<file path="src/include/cep_pkg.sv">
package cep_pkg;

  localparam int unsigned PORT_W = 4;
  localparam int unsigned ADDR_W = 4;

  // Register offsets
  localparam logic [3:0] OFS_DIRECTION = 4'h1;
  localparam logic [3:0] OFS_SHARED_DATA = 4'h4;
  localparam logic [3:0] OFS_INPUT_DATA = 4'he;
  localparam logic [3:0] OFS_MODE_STATUS = 4'hf;

  // Reset values
  localparam logic [3:0] RST_DIRECTION = 4'h0;
  localparam logic [3:0] RST_SHARED_DATA = 4'h0;
  localparam logic [3:0] RST_ZERO = 4'h0;

  // Data bit positions tied to the analog blocks
  localparam int unsigned BIT_CMP1 = 0;
  localparam int unsigned BIT_RZ1 = 1;
  localparam int unsigned BIT_CMP2 = 2;
  localparam int unsigned BIT_RZ3 = 3;

  // Mode status field positions
  localparam int unsigned ST_MODE_LO = 0;
  localparam int unsigned ST_MODE_HI = 1;
  localparam int unsigned ST_IO_ACTIVE = 2;
  localparam int unsigned ST_CONFLICT = 3;

  // Option capture delay after reset release, in cycles
  localparam int unsigned OPT_CAPTURE_CYCLES = 1;

  typedef enum logic [1:0] {
    CEP_INPUT_ONLY,
    CEP_OUTPUT_ONLY,
    CEP_BIDIR
  } cep_variant_t;

  typedef enum logic [1:0] {
    CEP_DIGITAL,
    CEP_SINGLE_AMP,
    CEP_COMPARATORS,
    CEP_CMP_AMP
  } cep_analog_t;

endpackage

</file>
<file path="src/core/cep_port.sv">
`timescale 1ns/1ps
// Operation
// - Input-only variant: all four bits inputs, pull-downs per option.
// - Input data register at 0EH reads pins; io option makes it I/O.
// - Direction register at 01H resets 0000; 1 output, 0 input, I/O only.
// - Shared data register at 04H resets 0000; writes drive output latch.
// - Pull-downs apply only to bits configured as inputs.
// - Three analog modes chosen by amplifier and two comparator options.
// - All analog options clear: plain digital port, read-zero options ignored.
// - Bit-1 read-zero set reads 0, else pin 1 level.
// - Bit-3 read-zero governs bit 3 the same way.
// - Comparator 1 enabled: bit 0 reads comparator 1 output.
// - Comparator 2 enabled, others clear: bit 2 reads comparator 2 output.
// - Both comparator options with the amplifier clear give two-comparator mode; each may stand alone.
// - Comparator-plus-amplifier: bits 2,3 read 0, bit 0 comparator, bit 1 option.
// - Build option picks output-only or input-only; another picks per-bit I/O.
// - Output-only variant: all bits outputs, data writes drive pins.
module cep_port #(
  parameter int unsigned WIDTH = cep_pkg::PORT_W
) (
  // Clock and reset
  input wire logic mclk,
  input wire logic rstn,
  // Register port
  input wire logic [cep_pkg::ADDR_W-1:0] reg_addr,
  input wire logic [3:0] reg_wdata,
  input wire logic reg_wr,
  input wire logic reg_rd,
  output logic [3:0] reg_rdata,
  // Build-time options
  input wire logic output_or_input_variant_select,
  input wire logic shared_port_io_option,
  input wire logic input_variant_io_option,
  input wire logic amplifier_enable,
  input wire logic comparator_one_enable,
  input wire logic comparator_two_enable,
  input wire logic bit1_read_zero_option,
  input wire logic bit3_read_zero_option,
  input wire logic gain_enable_function,
  input wire logic [WIDTH-1:0] pull_down_option,
  // Pins
  input wire logic [WIDTH-1:0] pin_in,
  output logic [WIDTH-1:0] pin_out,
  output logic [WIDTH-1:0] pin_oe,
  output logic [WIDTH-1:0] pull_down_en,
  // Analog blocks
  input wire logic comparator_one_out,
  input wire logic comparator_two_out,
  output logic amplifier_on,
  output logic comparator_one_on,
  output logic comparator_two_on,
  output logic config_conflict
);

  typedef struct packed {
    logic [3:0] direction;
    logic [3:0] out_latch;
    logic [3:0] rdata;
    logic taken;
    logic [1:0] variant;
    logic [1:0] analog_mode;
    logic amp;
    logic cmp1;
    logic cmp2;
    logic rz1;
    logic rz3;
    logic conflict;
  } cep_state_t;

  cep_state_t st;
  cep_state_t next_st;

  logic [3:0] plain_value;
  logic [3:0] port_value;
  logic [3:0] status_value;

  // Variant from the build options
  function automatic logic [1:0] variant_of(input logic sel_out, input logic io_shared,
                                            input logic io_input);
    if (io_shared || (!sel_out && io_input)) begin
      variant_of = 2'(cep_pkg::CEP_BIDIR);
    end else if (sel_out) begin
      variant_of = 2'(cep_pkg::CEP_OUTPUT_ONLY);
    end else begin
      variant_of = 2'(cep_pkg::CEP_INPUT_ONLY);
    end
  endfunction

  // Analog sharing mode from the three enables
  function automatic logic [1:0] analog_of(input logic amp, input logic c1, input logic c2);
    if (amp && c1) begin
      analog_of = 2'(cep_pkg::CEP_CMP_AMP);
    end else if (amp) begin
      analog_of = 2'(cep_pkg::CEP_SINGLE_AMP);
    end else if (c1 || c2) begin
      analog_of = 2'(cep_pkg::CEP_COMPARATORS);
    end else begin
      analog_of = 2'(cep_pkg::CEP_DIGITAL);
    end
  endfunction

  // Plain digital read: latch for outputs, pin for inputs
  always_comb begin
    unique case (cep_pkg::cep_variant_t'(st.variant))
      cep_pkg::CEP_OUTPUT_ONLY: plain_value = st.out_latch;
      cep_pkg::CEP_BIDIR: plain_value = (st.direction & st.out_latch)
                                      | (~st.direction & pin_in);
      default: plain_value = pin_in;
    endcase
  end

  cep_read_mux u_read_mux (
    .analog_mode(st.analog_mode),
    .comparator_one_enable(st.cmp1),
    .comparator_two_enable(st.cmp2),
    .bit1_read_zero_option(st.rz1),
    .bit3_read_zero_option(st.rz3),
    .plain_value(plain_value),
    .pin_in(pin_in),
    .comparator_one_out(comparator_one_out),
    .comparator_two_out(comparator_two_out),
    .read_value(port_value)
  );

  cep_pin_ctrl #(
    .WIDTH(WIDTH)
  ) u_pin_ctrl (
    .variant(st.variant),
    .direction(st.direction),
    .pull_down_option(pull_down_option),
    .pin_oe(pin_oe),
    .pull_down_en(pull_down_en)
  );

  always_comb begin
    status_value = cep_pkg::RST_ZERO;
    status_value[cep_pkg::ST_MODE_HI:cep_pkg::ST_MODE_LO] = st.analog_mode;
    status_value[cep_pkg::ST_IO_ACTIVE] = (st.variant == 2'(cep_pkg::CEP_BIDIR));
    status_value[cep_pkg::ST_CONFLICT] = st.conflict;
  end

  always_comb begin
    next_st = st;
    // Options captured once after reset release, then held
    if (!st.taken) begin
      next_st.taken = 1'b1;
      next_st.variant = variant_of(output_or_input_variant_select, shared_port_io_option,
                                   input_variant_io_option);
      next_st.analog_mode = analog_of(amplifier_enable, comparator_one_enable,
                                      comparator_two_enable);
      next_st.amp = amplifier_enable;
      next_st.cmp1 = comparator_one_enable;
      next_st.cmp2 = comparator_two_enable;
      next_st.rz1 = bit1_read_zero_option;
      next_st.rz3 = bit3_read_zero_option;
      // Settings the software side must avoid
      next_st.conflict = (amplifier_enable & comparator_one_enable & comparator_two_enable)
                       | (amplifier_enable & gain_enable_function);
    end
    if (reg_wr) begin
      unique case (reg_addr)
        cep_pkg::OFS_DIRECTION: begin
          // Direction only matters in the I/O variant
          next_st.direction = reg_wdata;
        end
        cep_pkg::OFS_SHARED_DATA, cep_pkg::OFS_INPUT_DATA: begin
          next_st.out_latch = reg_wdata;
        end
        default: begin
        end
      endcase
    end
    next_st.rdata = cep_pkg::RST_ZERO;
    if (reg_rd) begin
      unique case (reg_addr)
        cep_pkg::OFS_DIRECTION: next_st.rdata = st.direction;
        cep_pkg::OFS_SHARED_DATA: next_st.rdata = port_value;
        cep_pkg::OFS_INPUT_DATA: next_st.rdata = port_value;
        cep_pkg::OFS_MODE_STATUS: next_st.rdata = status_value;
        default: next_st.rdata = cep_pkg::RST_ZERO;
      endcase
    end
  end

  always_ff @(posedge mclk or negedge rstn) begin
    if (!rstn) begin
      st <= '0;
      st.direction <= cep_pkg::RST_DIRECTION;
      st.out_latch <= cep_pkg::RST_SHARED_DATA;
    end else begin
      st <= next_st;
    end
  end

  assign reg_rdata = st.rdata;
  assign pin_out = st.out_latch;
  assign amplifier_on = st.amp && (st.variant == 2'(cep_pkg::CEP_BIDIR));
  assign comparator_one_on = st.cmp1 && (st.variant == 2'(cep_pkg::CEP_BIDIR));
  assign comparator_two_on = st.cmp2 && (st.variant == 2'(cep_pkg::CEP_BIDIR))
                           && (st.analog_mode == 2'(cep_pkg::CEP_COMPARATORS));
  assign config_conflict = st.conflict;

endmodule

</file>
<file path="src/core/cep_pin_ctrl.sv">
`timescale 1ns/1ps
module cep_pin_ctrl #(
  parameter int unsigned WIDTH = 4
) (
  // Configuration
  input wire logic [1:0] variant,
  input wire logic [WIDTH-1:0] direction,
  input wire logic [WIDTH-1:0] pull_down_option,
  // Pin control
  output logic [WIDTH-1:0] pin_oe,
  output logic [WIDTH-1:0] pull_down_en
);

  genvar i;
  generate
    for (i = 0; i < WIDTH; i++) begin : g_bit
      always_comb begin
        unique case (cep_pkg::cep_variant_t'(variant))
          cep_pkg::CEP_OUTPUT_ONLY: pin_oe[i] = 1'b1;
          cep_pkg::CEP_BIDIR: pin_oe[i] = direction[i];
          default: pin_oe[i] = 1'b0;
        endcase
        // Pull-down only where the pin is an input
        pull_down_en[i] = pull_down_option[i] & ~pin_oe[i];
      end
    end
  endgenerate

endmodule

</file>
<file path="src/core/cep_read_mux.sv">
`timescale 1ns/1ps
module cep_read_mux (
  // Configuration
  input wire logic [1:0] analog_mode,
  input wire logic comparator_one_enable,
  input wire logic comparator_two_enable,
  input wire logic bit1_read_zero_option,
  input wire logic bit3_read_zero_option,
  // Sources
  input wire logic [3:0] plain_value,
  input wire logic [3:0] pin_in,
  input wire logic comparator_one_out,
  input wire logic comparator_two_out,
  // Result
  output logic [3:0] read_value
);

  always_comb begin
    read_value = plain_value;
    if (cep_pkg::cep_analog_t'(analog_mode) == cep_pkg::CEP_CMP_AMP) begin
      read_value[cep_pkg::BIT_CMP1] = comparator_one_out;
      read_value[cep_pkg::BIT_RZ1] = bit1_read_zero_option ? 1'b0
                                   : pin_in[cep_pkg::BIT_RZ1];
      read_value[cep_pkg::BIT_CMP2] = 1'b0;
      read_value[cep_pkg::BIT_RZ3] = 1'b0;
    end else if (cep_pkg::cep_analog_t'(analog_mode) == cep_pkg::CEP_COMPARATORS) begin
      if (comparator_one_enable) begin
        read_value[cep_pkg::BIT_CMP1] = comparator_one_out;
        read_value[cep_pkg::BIT_RZ1] = bit1_read_zero_option ? 1'b0
                                     : pin_in[cep_pkg::BIT_RZ1];
      end
      if (comparator_two_enable) begin
        read_value[cep_pkg::BIT_CMP2] = comparator_two_out;
        read_value[cep_pkg::BIT_RZ3] = bit3_read_zero_option ? 1'b0
                                     : pin_in[cep_pkg::BIT_RZ3];
      end
    end
  end

endmodule

</file>
<file path="config.mk">
export PLATFORM = sky130hd
export DESIGN_NAME = cep_port
export DESIGN_NICKNAME = d
export VERILOG_FILES = /design/src/include/cep_pkg.sv /design/src/core/cep_port.sv /design/src/core/cep_pin_ctrl.sv /design/src/core/cep_read_mux.sv
export SDC_FILE = /design/constraint.sdc
export NUM_CORES = 1
export LEC_CHECK = 0
export ABC_AREA = 1
export BUFFER_PORTS_ARGS = -buffer_cell sky130_fd_sc_hd__buf_2
export CELL_PAD_IN_SITES_DETAIL_PLACEMENT = 1
export CELL_PAD_IN_SITES_GLOBAL_PLACEMENT = 1
export CORE_MARGIN = 2
export CORE_UTILIZATION = 31
export CTS_BUF_LIST = sky130_fd_sc_hd__clkbuf_4
export DETAILED_ROUTE_END_ITERATION = 10
export GPL_TIMING_DRIVEN = 0
export MAX_ROUTING_LAYER = met4
export PLACE_DENSITY_LB_ADDON = 0.2
export SLEW_MARGIN = 5
export SYNTH_ARGS = -nofsm -noshare
export SYNTH_HDL_FRONTEND = slang
export SYNTH_SLANG_ARGS = --single-unit
</file>
<file path="constraint.sdc">
create_clock -name mclk -period 1.48 [get_ports mclk]
set_clock_uncertainty 0.15 [all_clocks]
set_input_delay 0.296 -clock mclk [delete_from_list [all_inputs] [get_ports mclk]]
set_output_delay 0.296 -clock mclk [all_outputs]
set_load 0.03 [all_outputs]
</file>
==> results of run 1 <==
-- routing by layer --
layer  global-route usage  routed length [um]  up-vias
met5                    -                   0        -
met4               0.0342                  47        0
met3               0.0375                 149        4
met2                0.305                1860       28
met1                0.202                1660      679
li1                     -                   -      713
-- worst min-delay path by stage --
| stage | startpoint | endpoint | slack [ps] |
|---|---|---|---|
| finish | reg_wdata[2] | st[21] | 30 |
| detailed placement | rstn | pin_out[3] | 170 |
| global route | reg_wdata[2] | st[21] | 30 |
| global placement | rstn | pin_out[3] | 170 |
| floorplan | rstn | config_conflict | -150 |
| CTS | reg_wdata[2] | st[21] | 30 |
-- cell families (layout without fill, tap and decap cells) --
kind of cell / after synthesis / after routing / synth area share
fa+ha+maj: 3 / 3 / 0.0278
other cells: 1 / 1 / 0.00277
flops: 23 / 23 / 0.426
compound gates: 28 / 28 / 0.107
simple gates: 95 / 95 / 0.288
buf+inv: 45 / 107 / 0.149
-- layout by cell type, fill, tap and decap left out, types with 6 or more instances in the layout --
cell type	count
buf_6	18
dfrtp_1	23
nand3_1	11
nor2_1	15
buf_2	34
nand2_1	56
a21oi_1	6
buf_4	13
o21ai_0	14
inv_1	30
-- stage by stage --
stage / hold slack, ps / power, mW / utilization / cell area [sq um]
floorplan: -150 / 1.23 / - / 1440
global placement: 173 / 1.42 / 0.411 / 1750
detailed placement: 168 / 1.43 / 0.411 / 1750
CTS: 31.3 / 1.87 / 0.455 / 1940
global route: 33.7 / 2.00 / 0.471 / 2010
finish: 33.9 / 1.88 / 0.471 / 2010
-- power groups by stage --
stage / clock network (mW) / registers (mW) / logic, mW
after global placement: 0 / 0.784 / 0.637
after CTS: 0.340 / 0.766 / 0.763
after detailed placement: 0 / 0.784 / 0.650
after floorplan: 0 / 0.769 / 0.463
after global routing: 0.356 / 0.782 / 0.861
final: 0.323 / 0.768 / 0.786
-- final cells by class --
type | instances | area share
buffer | 8 | 0.0274
clock buffer | 3 | 0.0112
clock inverter | 1 | 0.00374
inverter | 35 | 0.0704
multi-input combinational | 127 | 0.346
sequential | 23 | 0.287
tap | 52 | 0.0324
timing repair buffer | 60 | 0.222
-- timing repair --
item,4_1_cts,5_1_grt
endpoints found under the hold margin,25,0
endpoints found under the setup margin,19,24
pin swaps,3,3
hold buffers,3,0
setup buffers,4,3
gates resized for setup,30,24
-- sequential cells by signal (all words and copies together) (netlist names) --
signal / flops
config_conflict: 1
pin_out: 4
reg_rdata: 4
st: 14
-- critical path: stages (launching register included) --
cell and delay [ps]:
dfrtp_1 420, inv_1 60, ha_2 180, clkinvlp_4 230, a21oi_4 250, nor2_4 40
buf_6 130
==> impl_results.md, run 1 <==
* Status: finished, violations left
* Failing checks: negative setup slack
* Routed via count at 1424
* Setup crit start kind: flop
* Die Wd at 70.1 um
* Setup crit end kind: output pin
* Comb power frac at 0.419
* Nets at 292
* Core ar. at 4260 sq um
* Synth top cells by count: 57 x nand2_1, 34 x inv_1, 23 x dfrtp_1
* Synthesized area at 1350 sq um
* Vias per cell at 4.61
* CTS root buf: clkbuf_4
* Ys async rst share at 1.00
* Congestion Overflow GR at 0
* Most common cell in the netlist: nand2_1
* CTS buffer count at 3
* P_int at 1.15 mW
* Tot GR Track Use at 0.172
* Top post-synthesis cells by area: dfrtp_1 43%, nand2_1 16%, inv_1 9.4%, nor2_1 5.6%, o21ai_0 5.2%
* Max FO, Critical Path at 7
* Largest net degree at the start of global routing at 24
* Register area at 576 sq um
* Multi-input gate area at 696 sq um
* Max Cap Viol at 0
* Clk slew on worst S/H paths at 150 ps
* Clock latency on the worst-skew pair at 320 ps
* Setup TNS at -6480 ps
* Post-route insts no fill at 309
* Synth cell types at 18
* Predominant post-synthesis flop cell: dfrtp_1
* Hold Path Depth at 3
* Power Dens Cells at 935 nW/um^2
* Sequential Power Share at 0.409
* R2R depth at 10
* Sequential fraction of the synthesis area at 0.426
* Drt wl/cell at 12.0 um
* H-tree levels at 1
* Final ANT Viol Nets at 0
* I/O pin count at 51
* Post-Place Cells at 297
* Worst setup startpoint: st[9]
* Fin. max-slew vios at 0
* Clock Path Buffers at 2
* Die Span Y at 70.1 um
* Fin. Hold Viols at 0
* Share of cells above drive strength 1 at 0.366
* Initial Util at 0.317
* TritonCTS clock tree: built
* Crit path to: pull_down_en[0]
* RSZ-0062 raised after global routing: true
* Initial antenna violation count at 0
* Worst r2r src: st[9]
* Drt drc at 0
* Yosys warns at 0
* R2R Setup Slk at -320 ps
* Pre-CTS setup slack at -334 ps
* Number of global-route vias before repair at 1514
* Minimum clock period at 2090 ps
* Peak supply drop at 530 uV
* Drt first pass iters at 4
* GP Congestion at 0.794
* First-pass GRT wire length at 6.66 mm
* P_leak at 1.06 nW
* Fin crit share at 1.42
* Final worst slack at -615 ps
* # clock sinks at 23
* Synthesized flop and latch total at 23
* Drt initial violations at 45
* Final setup viols at 15
* Fillers at 550
* Sw Pwr at 0.731 mW
* Final WL at 3.72 mm
* Number of synthesized flops with an enable pin at 0
* Area growth, synth to finish at 48.5%
* Crit Reg-Reg Endpoint: reg_rdata[0]
* Transition time of the tightest slew-check pin at 544 ps
* CP arrival at 1650 ps
* Post-Syn Nets at 229
* Critical path required time at 1030 ps
* Synthesized area per cell at 6.94 sq um
* PortBufs at 50
* Post-synth top area share at 0.426
* Max Fclk at 477 MHz
* Hold Path Class: in -> reg
* Worst slew margin at 0.637
* Clock power frac at 0.172
* Crit Path Class: reg -> out
* Site Rows at 24
* Post-synth top area cell: dfrtp_1
* Sw frac at 0.389
* Die area at 4910 sq um
* Hpwl dp at 2.92 mm
* Cells after synthesis at 195
* Antenna cells at 0
No activity file was read; power rests on OpenSTA's default activity.
==> inputs of run 2 (changes only) <==
- GPL_TIMING_DRIVEN: 0 -> default
==> run 2 against run 1 <==
Count of clock-buffer cells in the layout is the same. Critical endpoint unchanged. Register-to-register slack got worse by 80 ps. Sequential power up 0.5%. Hold slack got worse by 8.0 ps. The flow still finishes with violations (negative setup slack). Maximum frequency up 0.76%. Setup slack better by 16 ps. Sequential share of layout area up 0.38 points. Combinational power is 2% lower. Cell area fell by 1.3%. Final cell count up 0.65%. Critical path depth unchanged. Wire length up 11%.
==> impl_results.md, run 2 (synthesized netlist as in run 1, its figures left out) <==
* Clock Path Buffers at 2 (unchanged)
* Sw frac at 0.400 (was 0.389)
* Slowest cell on crit path: dfrtp_1 (unchanged)
* CTS buffer count at 3 (unchanged)
* Setup TNS at -7470 ps (was -6480 ps)
* GP Congestion at 0.770 (was 0.794)
* Max Cap Viol at 0 (unchanged)
* Crit path cell chain: inv_2 > ha_4 > clkinvlp_4 > a21oi_4 > nor2_4 > buf_6 (was inv_1 > ha_2 > clkinvlp_4 > a21oi_4 > nor2_4 > buf_6)
* Comb power frac at 0.410 (was 0.419)
* Number of global-route vias before repair at 1468 (was 1514)
* R2R Setup Slk at -400 ps (was -320 ps)
* Power Dens Cells at 945 nW/um^2 (was 935 nW/um^2)
* I/O pin count at 51 (unchanged)
* P_leak at 1.06 nW (about the same)
* Final setup viols at 15 (unchanged)
* Commonest non-fill, non-tap cell in the layout: nand2_1 (unchanged)
* H-tree levels at 1 (unchanged)
* First-pass GRT wire length at 6.80 mm (was 6.66 mm)
* Peak supply drop at 521 uV (was 530 uV)
* Worst setup startpoint: st[9] (unchanged)
* Antenna cells at 0 (unchanged)
* Setup crit start kind: flop (unchanged)
* RSZ-0062 raised after global routing: true (unchanged)
* Die Wd at 70.1 um (unchanged)
* Delay-heaviest family, CP: flip-flops (was buffers and inverters)
* # clock sinks at 23 (unchanged)
* Reg with most FFs: st (unchanged)
* Largest net degree at the start of global routing at 24 (unchanged)
* Hpwl dp at 3.09 mm (was 2.92 mm)
* Drt drc at 0 (unchanged)
* PortBufs at 50 (unchanged)
* Core ar. at 4260 sq um (unchanged)
* Max Fclk at 481 MHz (was 477 MHz)
* Clock power frac at 0.178 (was 0.172)
* Fin. Hold Viols at 0 (unchanged)
* Initial Util at 0.317 (unchanged)
* Fin. max-slew vios at 0 (unchanged)
* Die Span Y at 70.1 um (unchanged)
* Share of cells above drive strength 1 at 0.367 (was 0.366)
* Max reg flops at 14 (unchanged)
* Setup crit end kind: output pin (unchanged)
* Status: finished, violations left (unchanged)
* CP arrival at 1630 ps (was 1650 ps)
* Post-route insts no fill at 311 (was 309)
* Sw Pwr at 0.750 mW (was 0.731 mW)
* Initial antenna violation count at 0 (unchanged)
* Final ANT Viol Nets at 0 (unchanged)
* Die area at 4910 sq um (unchanged)
* Congestion Overflow GR at 0 (unchanged)
* TritonCTS clock tree: built (unchanged)
* Site Rows at 24 (unchanged)
* Fillers at 566 (was 550)
* Crit path buf inv count at 3 (unchanged)
* Critical path required time at 1030 ps (about the same)
* Clock latency on the worst-skew pair at 340 ps (was 320 ps)
* Routed via count at 1438 (was 1424)
* Drt wl/cell at 13.2 um (was 12.0 um)
* Largest stage delay, worst path at 440 ps (was 420 ps)
* Fin crit share at 1.40 (was 1.42)
* Max FO, Critical Path at 5 (was 7)
* P_int at 1.12 mW (was 1.15 mW)
* Hold Path Class: in -> reg (unchanged)
* Area growth, synth to finish at 46.5% (was 48.5%)
* Worst r2r src: st[9] (unchanged)
* Drt first pass iters at 4 (unchanged)
* Post-Place Cells at 298 (was 297)
* Final WL at 4.12 mm (was 3.72 mm)
* Sequential Power Share at 0.412 (was 0.409)
* Vias per cell at 4.62 (was 4.61)
* Failing checks: negative setup slack (unchanged)
* CTS root buf: clkbuf_4 (unchanged)
* Minimum clock period at 2080 ps (was 2090 ps)
* Hold wc startpoint: reg_wdata[2] (unchanged)
* Final worst slack at -599 ps (was -615 ps)
* Crit Path Class: reg -> out (unchanged)
* Drt initial violations at 30 (was 45)
* Tot GR Track Use at 0.180 (was 0.172)
* Worst slew margin at 0.627 (was 0.637)
* Clk slew on worst S/H paths at 150 ps (about the same)
* Transition time of the tightest slew-check pin at 560 ps (was 544 ps)
* Commonest cells after routing, fill and taps aside: 55 x nand2_1, 39 x buf_2, 29 x inv_1 (was 56 x nand2_1, 34 x buf_2, 30 x inv_1)
* Nets at 294 (was 292)
run 2: cell types whose count changed in the layout (fill, tap and decap cells not counted), moves of 2 or more:
cell and delta:
nand3_1 +2, inv_2 +2, buf_2 +5, nand3_2 -2, buf_6 -5, nor2_2 +2
buf_4 +2
run 2: through the flow:
stage	total power, mW	hold WS [ps]	util	area (sq um)	setup slack [ps]
2_1_floorplan	1.23	-150	-	1440	-240
3_3_place_gp	1.44	169	0.414	1770	-237
3_5_place_dp	1.45	173	0.414	1770	-280
4_1_cts	1.87	25.5	0.459	1960	-600
5_1_grt	1.99	31.1	0.465	1980	-665
6_report	1.87	25.9	0.465	1980	-599
run 2: tightest hold or removal path, stage by stage:
cell     delay (ps)
buf_2            90
nand2_1          40
o21ai_0          60
run 2: power groups by stage:
| stage | clock, mW | sequential, mW | combinational, mW |
|---|---|---|---|
| 2_1_floorplan | 0 | 0.769 | 0.463 |
| 3_3_place_gp | 0 | 0.779 | 0.657 |
| 3_5_place_dp | 0 | 0.779 | 0.670 |
| 4_1_cts | 0.343 | 0.768 | 0.763 |
| 5_1_grt | 0.366 | 0.782 | 0.839 |
| 6_report | 0.334 | 0.772 | 0.768 |
run 2: path summary, 6_finish.rpt:
check | to | depth (start not counted)
max | pull_down_en[0] | 6
min | st[21] | 3
max reg2reg | reg_rdata[1] | 11
min reg2reg | st[2] | 2
max in group asynchronous | reg_rdata[0] | 2
min in group asynchronous | pin_out[0] | 2
run 2: area by class of cell:
class	instances	area (sq um)	area share
multi-input cells	127	692	0.349
flip-flops and latches	23	576	0.290
repair buffers	70	484	0.244
inverters	35	135	0.0682
well taps	52	65.1	0.0328
clock buffers	3	22.5	0.0114
clock inverters	1	7.51	0.00379
run 2: repair_timing:
action	4_1_cts	5_1_grt
endpoints found under the setup margin	15	15
gates resized for setup	31	4
setup buffers	4	2
pin swaps	3	2
hold buffers	3	0
endpoints found under the hold margin	25	0
run 2: layer usage:
metal / GRT usage / vias to the layer above / wire length, um
li1: - / 718 / -
met1: 0.212 / 684 / 1770
met2: 0.321 / 30 / 2140
met3: 0.0346 / 6 / 167
met4: 0.0363 / 0 / 40
met5: - / - / 0
==> inputs of run 3 (changes only) <==
- CORE_UTILIZATION: 31 -> 32
- SYNTH_HIERARCHICAL: default -> 1
- TNS_END_PERCENT: default -> 1
==> run 3 against run 2 <==
Global-route usage is 0.39 points higher. Cell area is 9.7% higher. Die area is 5.1% higher. Critical endpoint is now comparator_two_on. Hold slack worse by 7.5 ps. The flow still finishes with violations (negative setup slack).
==> impl_results.md, run 3 <==
* Status: finished, violations left (unchanged)
* Failing checks: negative setup slack (unchanged)
* Commonest non-fill, non-tap cell in the layout: nand2_1 (unchanged)
* Drt wl/cell at 13.1 um (was 13.2 um)
* Top post-synthesis cells by area: dfrtp_1 39%, nand2_1 21%, inv_1 7.7%, a21oi_1 4.8%, o21ai_0 4.8% (was dfrtp_1 43%, nand2_1 16%, inv_1 9.4%, nor2_1 5.6%, o21ai_0 5.2%)
* Reg with most FFs: st (unchanged)
* # clock sinks at 23 (unchanged)
* Post-Synth Adder-Cell Area at 0.0340 (was 0.0278)
* Sw frac at 0.404 (was 0.400)
* Pwr Total at 1.91 mW (was 1.87 mW)
* Post-Syn Nets at 254 (was 229)
* XOR/XNOR Fraction of Synth Area at 0 (unchanged)
* Largest family of logic cells by synthesized area: simple AND/OR/NAND/NOR gates (unchanged)
* Transition time of the tightest slew-check pin at 542 ps (was 560 ps)
* Largest stage delay, worst path at 470 ps (was 440 ps)
* I/O pin count at 51 (unchanged)
* Worst slew margin at 0.639 (was 0.627)
* Fin. Hold Viols at 0 (unchanged)
* TritonCTS clock tree: built (unchanged)
* Drt first pass iters at 4 (unchanged)
* Yosys warns at 6 (was 0)
* Setup crit end kind: output pin (unchanged)
* Initial antenna violation count at 0 (unchanged)
* Synth top cells by count: 81 x nand2_1, 30 x inv_1, 23 x dfrtp_1 (was 57 x nand2_1, 34 x inv_1, 23 x dfrtp_1)
* Antenna cells at 0 (unchanged)
* H-tree levels at 1 (unchanged)
* Clock latency on the worst-skew pair at 310 ps (was 340 ps)
* PortBufs at 50 (unchanged)
* Final worst slack at -470 ps (was -599 ps)
* Post-synth top area cell: dfrtp_1 (unchanged)
* Site Rows at 24 (unchanged)
* CTS buffer count at 3 (unchanged)
* Largest net degree at the start of global routing at 24 (unchanged)
* Slowest cell on crit path: dfrtp_2 (was dfrtp_1)
* Final setup viols at 15 (unchanged)
* Max reg flops at 14 (unchanged)
* Sw Pwr at 0.770 mW (was 0.750 mW)
* Tot GR Track Use at 0.184 (was 0.180)
* Crit path cell chain: buf_6 > ha_4 > buf_4 > nand2_1 > nor3_4 > buf_6 (was inv_2 > ha_4 > clkinvlp_4 > a21oi_4 > nor2_4 > buf_6)
* Max Fclk at 513 MHz (was 481 MHz)
* Hpwl dp at 3.28 mm (was 3.09 mm)
* CTS root buf: clkbuf_4 (unchanged)
* Drt drc at 0 (unchanged)
* Fin crit share at 1.32 (was 1.40)
* Crit path buf inv count at 3 (unchanged)
* Post-synthesis compound-gate area fraction at 0.107 (about the same)
* Simple-gate share of the synthesized area at 0.327 (was 0.288)
* Most common cell in the netlist: nand2_1 (unchanged)
* Critical path required time at 1030 ps (about the same)
* Predominant post-synthesis flop cell: dfrtp_1 (unchanged)
* First-pass GRT wire length at 7.33 mm (was 6.80 mm)
* GP Congestion at 0.849 (was 0.770)
* Synthesized area per cell at 6.72 sq um (was 6.94 sq um)
* Sequential fraction of the synthesis area at 0.391 (was 0.426)
* P_leak at 1.20 nW (was 1.06 nW)
* Drt initial violations at 45 (was 30)
* Routed via count at 1545 (was 1438)
* Post-synthesis mux area share at 0 (unchanged)
* CP arrival at 1500 ps (was 1630 ps)
* Post-synth top area share at 0.391 (was 0.426)
* Ys async rst share at 1.00 (unchanged)
* Commonest cells after routing, fill and taps aside: 73 x nand2_1, 39 x buf_2, 22 x inv_1 (was 55 x nand2_1, 39 x buf_2, 29 x inv_1)
* Setup crit start kind: flop (unchanged)
* P_int at 1.14 mW (was 1.12 mW)
* Die Span Y at 71.8 um (was 70.1 um)
* Delay-heaviest family, CP: flip-flops (unchanged)
* Synthesized area at 1470 sq um (was 1350 sq um)
* Pre-CTS setup slack at -323 ps (was -280 ps)
* Fin. max-slew vios at 0 (unchanged)
* Most used cell, CP: buf_6
* Final ANT Viol Nets at 0 (unchanged)
* Hold Path Class: in -> reg (unchanged)
* Congestion Overflow GR at 0 (unchanged)
* Vias per cell at 4.61 (was 4.62)
* Crit Path Class: reg -> out (unchanged)
* Clock power frac at 0.158 (was 0.178)
* Final WL at 4.39 mm (was 4.12 mm)
* Final core utilization at 0.496 (was 0.465)
* Nets at 319 (was 294)
* Area growth, synth to finish at 47.8% (was 46.5%)
* Die area at 5160 sq um (was 4910 sq um)
* RSZ-0062 raised after global routing: true (unchanged)
* Clock Path Buffers at 2 (unchanged)
* Max Cap Viol at 0 (unchanged)
* Comb power frac at 0.420 (was 0.410)
* Cells after synthesis at 219 (was 195)
* Clk slew on worst S/H paths at 130 ps (was 150 ps)
* Initial Util at 0.336 (was 0.317)
* Minimum clock period at 1950 ps (was 2080 ps)
* Die Wd at 71.8 um (was 70.1 um)
* Share of cells above drive strength 1 at 0.420 (was 0.367)
* Number of global-route vias before repair at 1594 (was 1468)
* Peak supply drop at 597 uV (was 521 uV)
* Sequential Power Share at 0.422 (was 0.412)
* Synthesized flop and latch total at 23 (unchanged)
* Core ar. at 4380 sq um (was 4260 sq um)
* Max FO, Critical Path at 4 (was 5)
* Power Dens Cells at 878 nW/um^2 (was 945 nW/um^2)
* Synth cell types at 20 (was 18)
* Number of synthesized flops with an enable pin at 0 (unchanged)
## run 3: cell count changes in the layout (fill, tap and decap cells not counted), sizes merged, moves of 2 or more
| cell | delta |
|---|---|
| nand2 | +26 |
| nand3 | -5 |
| a21oi | +2 |
| clkinvlp | -2 |
| o21ai | +2 |
## run 3: cell type report
| type | count | area [sq um] |
|---|---|---|
| multi-input cells | 152 | 871 |
| fillers | 554 | 2210 |
| inverters | 34 | 140 |
| clock inverters | 1 | 5.00 |
| repair buffers | 70 | 493 |
| well taps | 52 | 65.1 |
| clock buffers | 3 | 22.5 |
| flip-flops and latches | 23 | 578 |
## run 3: power groups by stage
stage | Combinational (mW) | Clock (mW) | Sequential (mW)
2_1_floorplan | 0.466 | 0 | 0.777
3_3_place_gp | 0.621 | 0 | 0.798
3_5_place_dp | 0.632 | 0 | 0.798
4_1_cts | 0.757 | 0.314 | 0.795
5_1_grt | 0.883 | 0.351 | 0.817
6_report | 0.802 | 0.301 | 0.805
## run 3: timing repair
item | 4_1_cts | 5_1_grt
setup endpoints to repair | 15 | 15
hold buffers | 1 | 1
buffers inserted | 6 | 4
cloned | 0 | 0
pin swaps | 5 | 8
hold endpoints to repair | 23 | 1
resized for setup | 52 | 13
## run 3: kinds of logic after synthesis
family | Yosys count
flops | 23
compound gates | 31
fa+ha+maj | 4
other cells | 1
buf+inv | 44
simple gates | 116
## run 3: metrics by stage
| stage | area [sq um] | cells | TNS [ps] | hold slack [ps] |
|---|---|---|---|---|
| finish | 2170 | 335 | -6000 | 18.4 |
| global route | 2170 | 335 | -7530 | 24.7 |
| CTS | 2090 | 330 | -5810 | 11.0 |
| detailed placement | 1850 | 319 | -2950 | 162 |
| global placement | 1850 | 319 | -2780 | 160 |
| floorplan | 1550 | 219 | -1190 | -150 |
## run 3: layer usage
layer | vias to the layer above | wire, um | GRT usage
li1 | 794 | - | -
met1 | 720 | 1970 | 0.242
met5 | - | 0 | -
met3 | 4 | 140 | 0.0295
met4 | 0 | 29 | 0.0252
met2 | 27 | 2250 | 0.308
## run 3: worst min-delay path, delay by kind of cell
family	cells	cell delay (ps)
buffers and inverters	1	70
and+or+nand+nor	2	80
## run 3: final timing paths
path	startpoint	to	slack (ps)	depth (start not counted)
worst min-delay path	bit3_read_zero_option	st[1]	20	3
min in group asynchronous	rstn	reg_rdata[2]	330	2
worst min register to register	st[1]	st[1]	360	2
worst max-delay path	st[9]	comparator_two_on	-470	6
worst max register to register	st[9]	reg_rdata[3]	-380	15
max in group asynchronous	rstn	st[8]	460	2
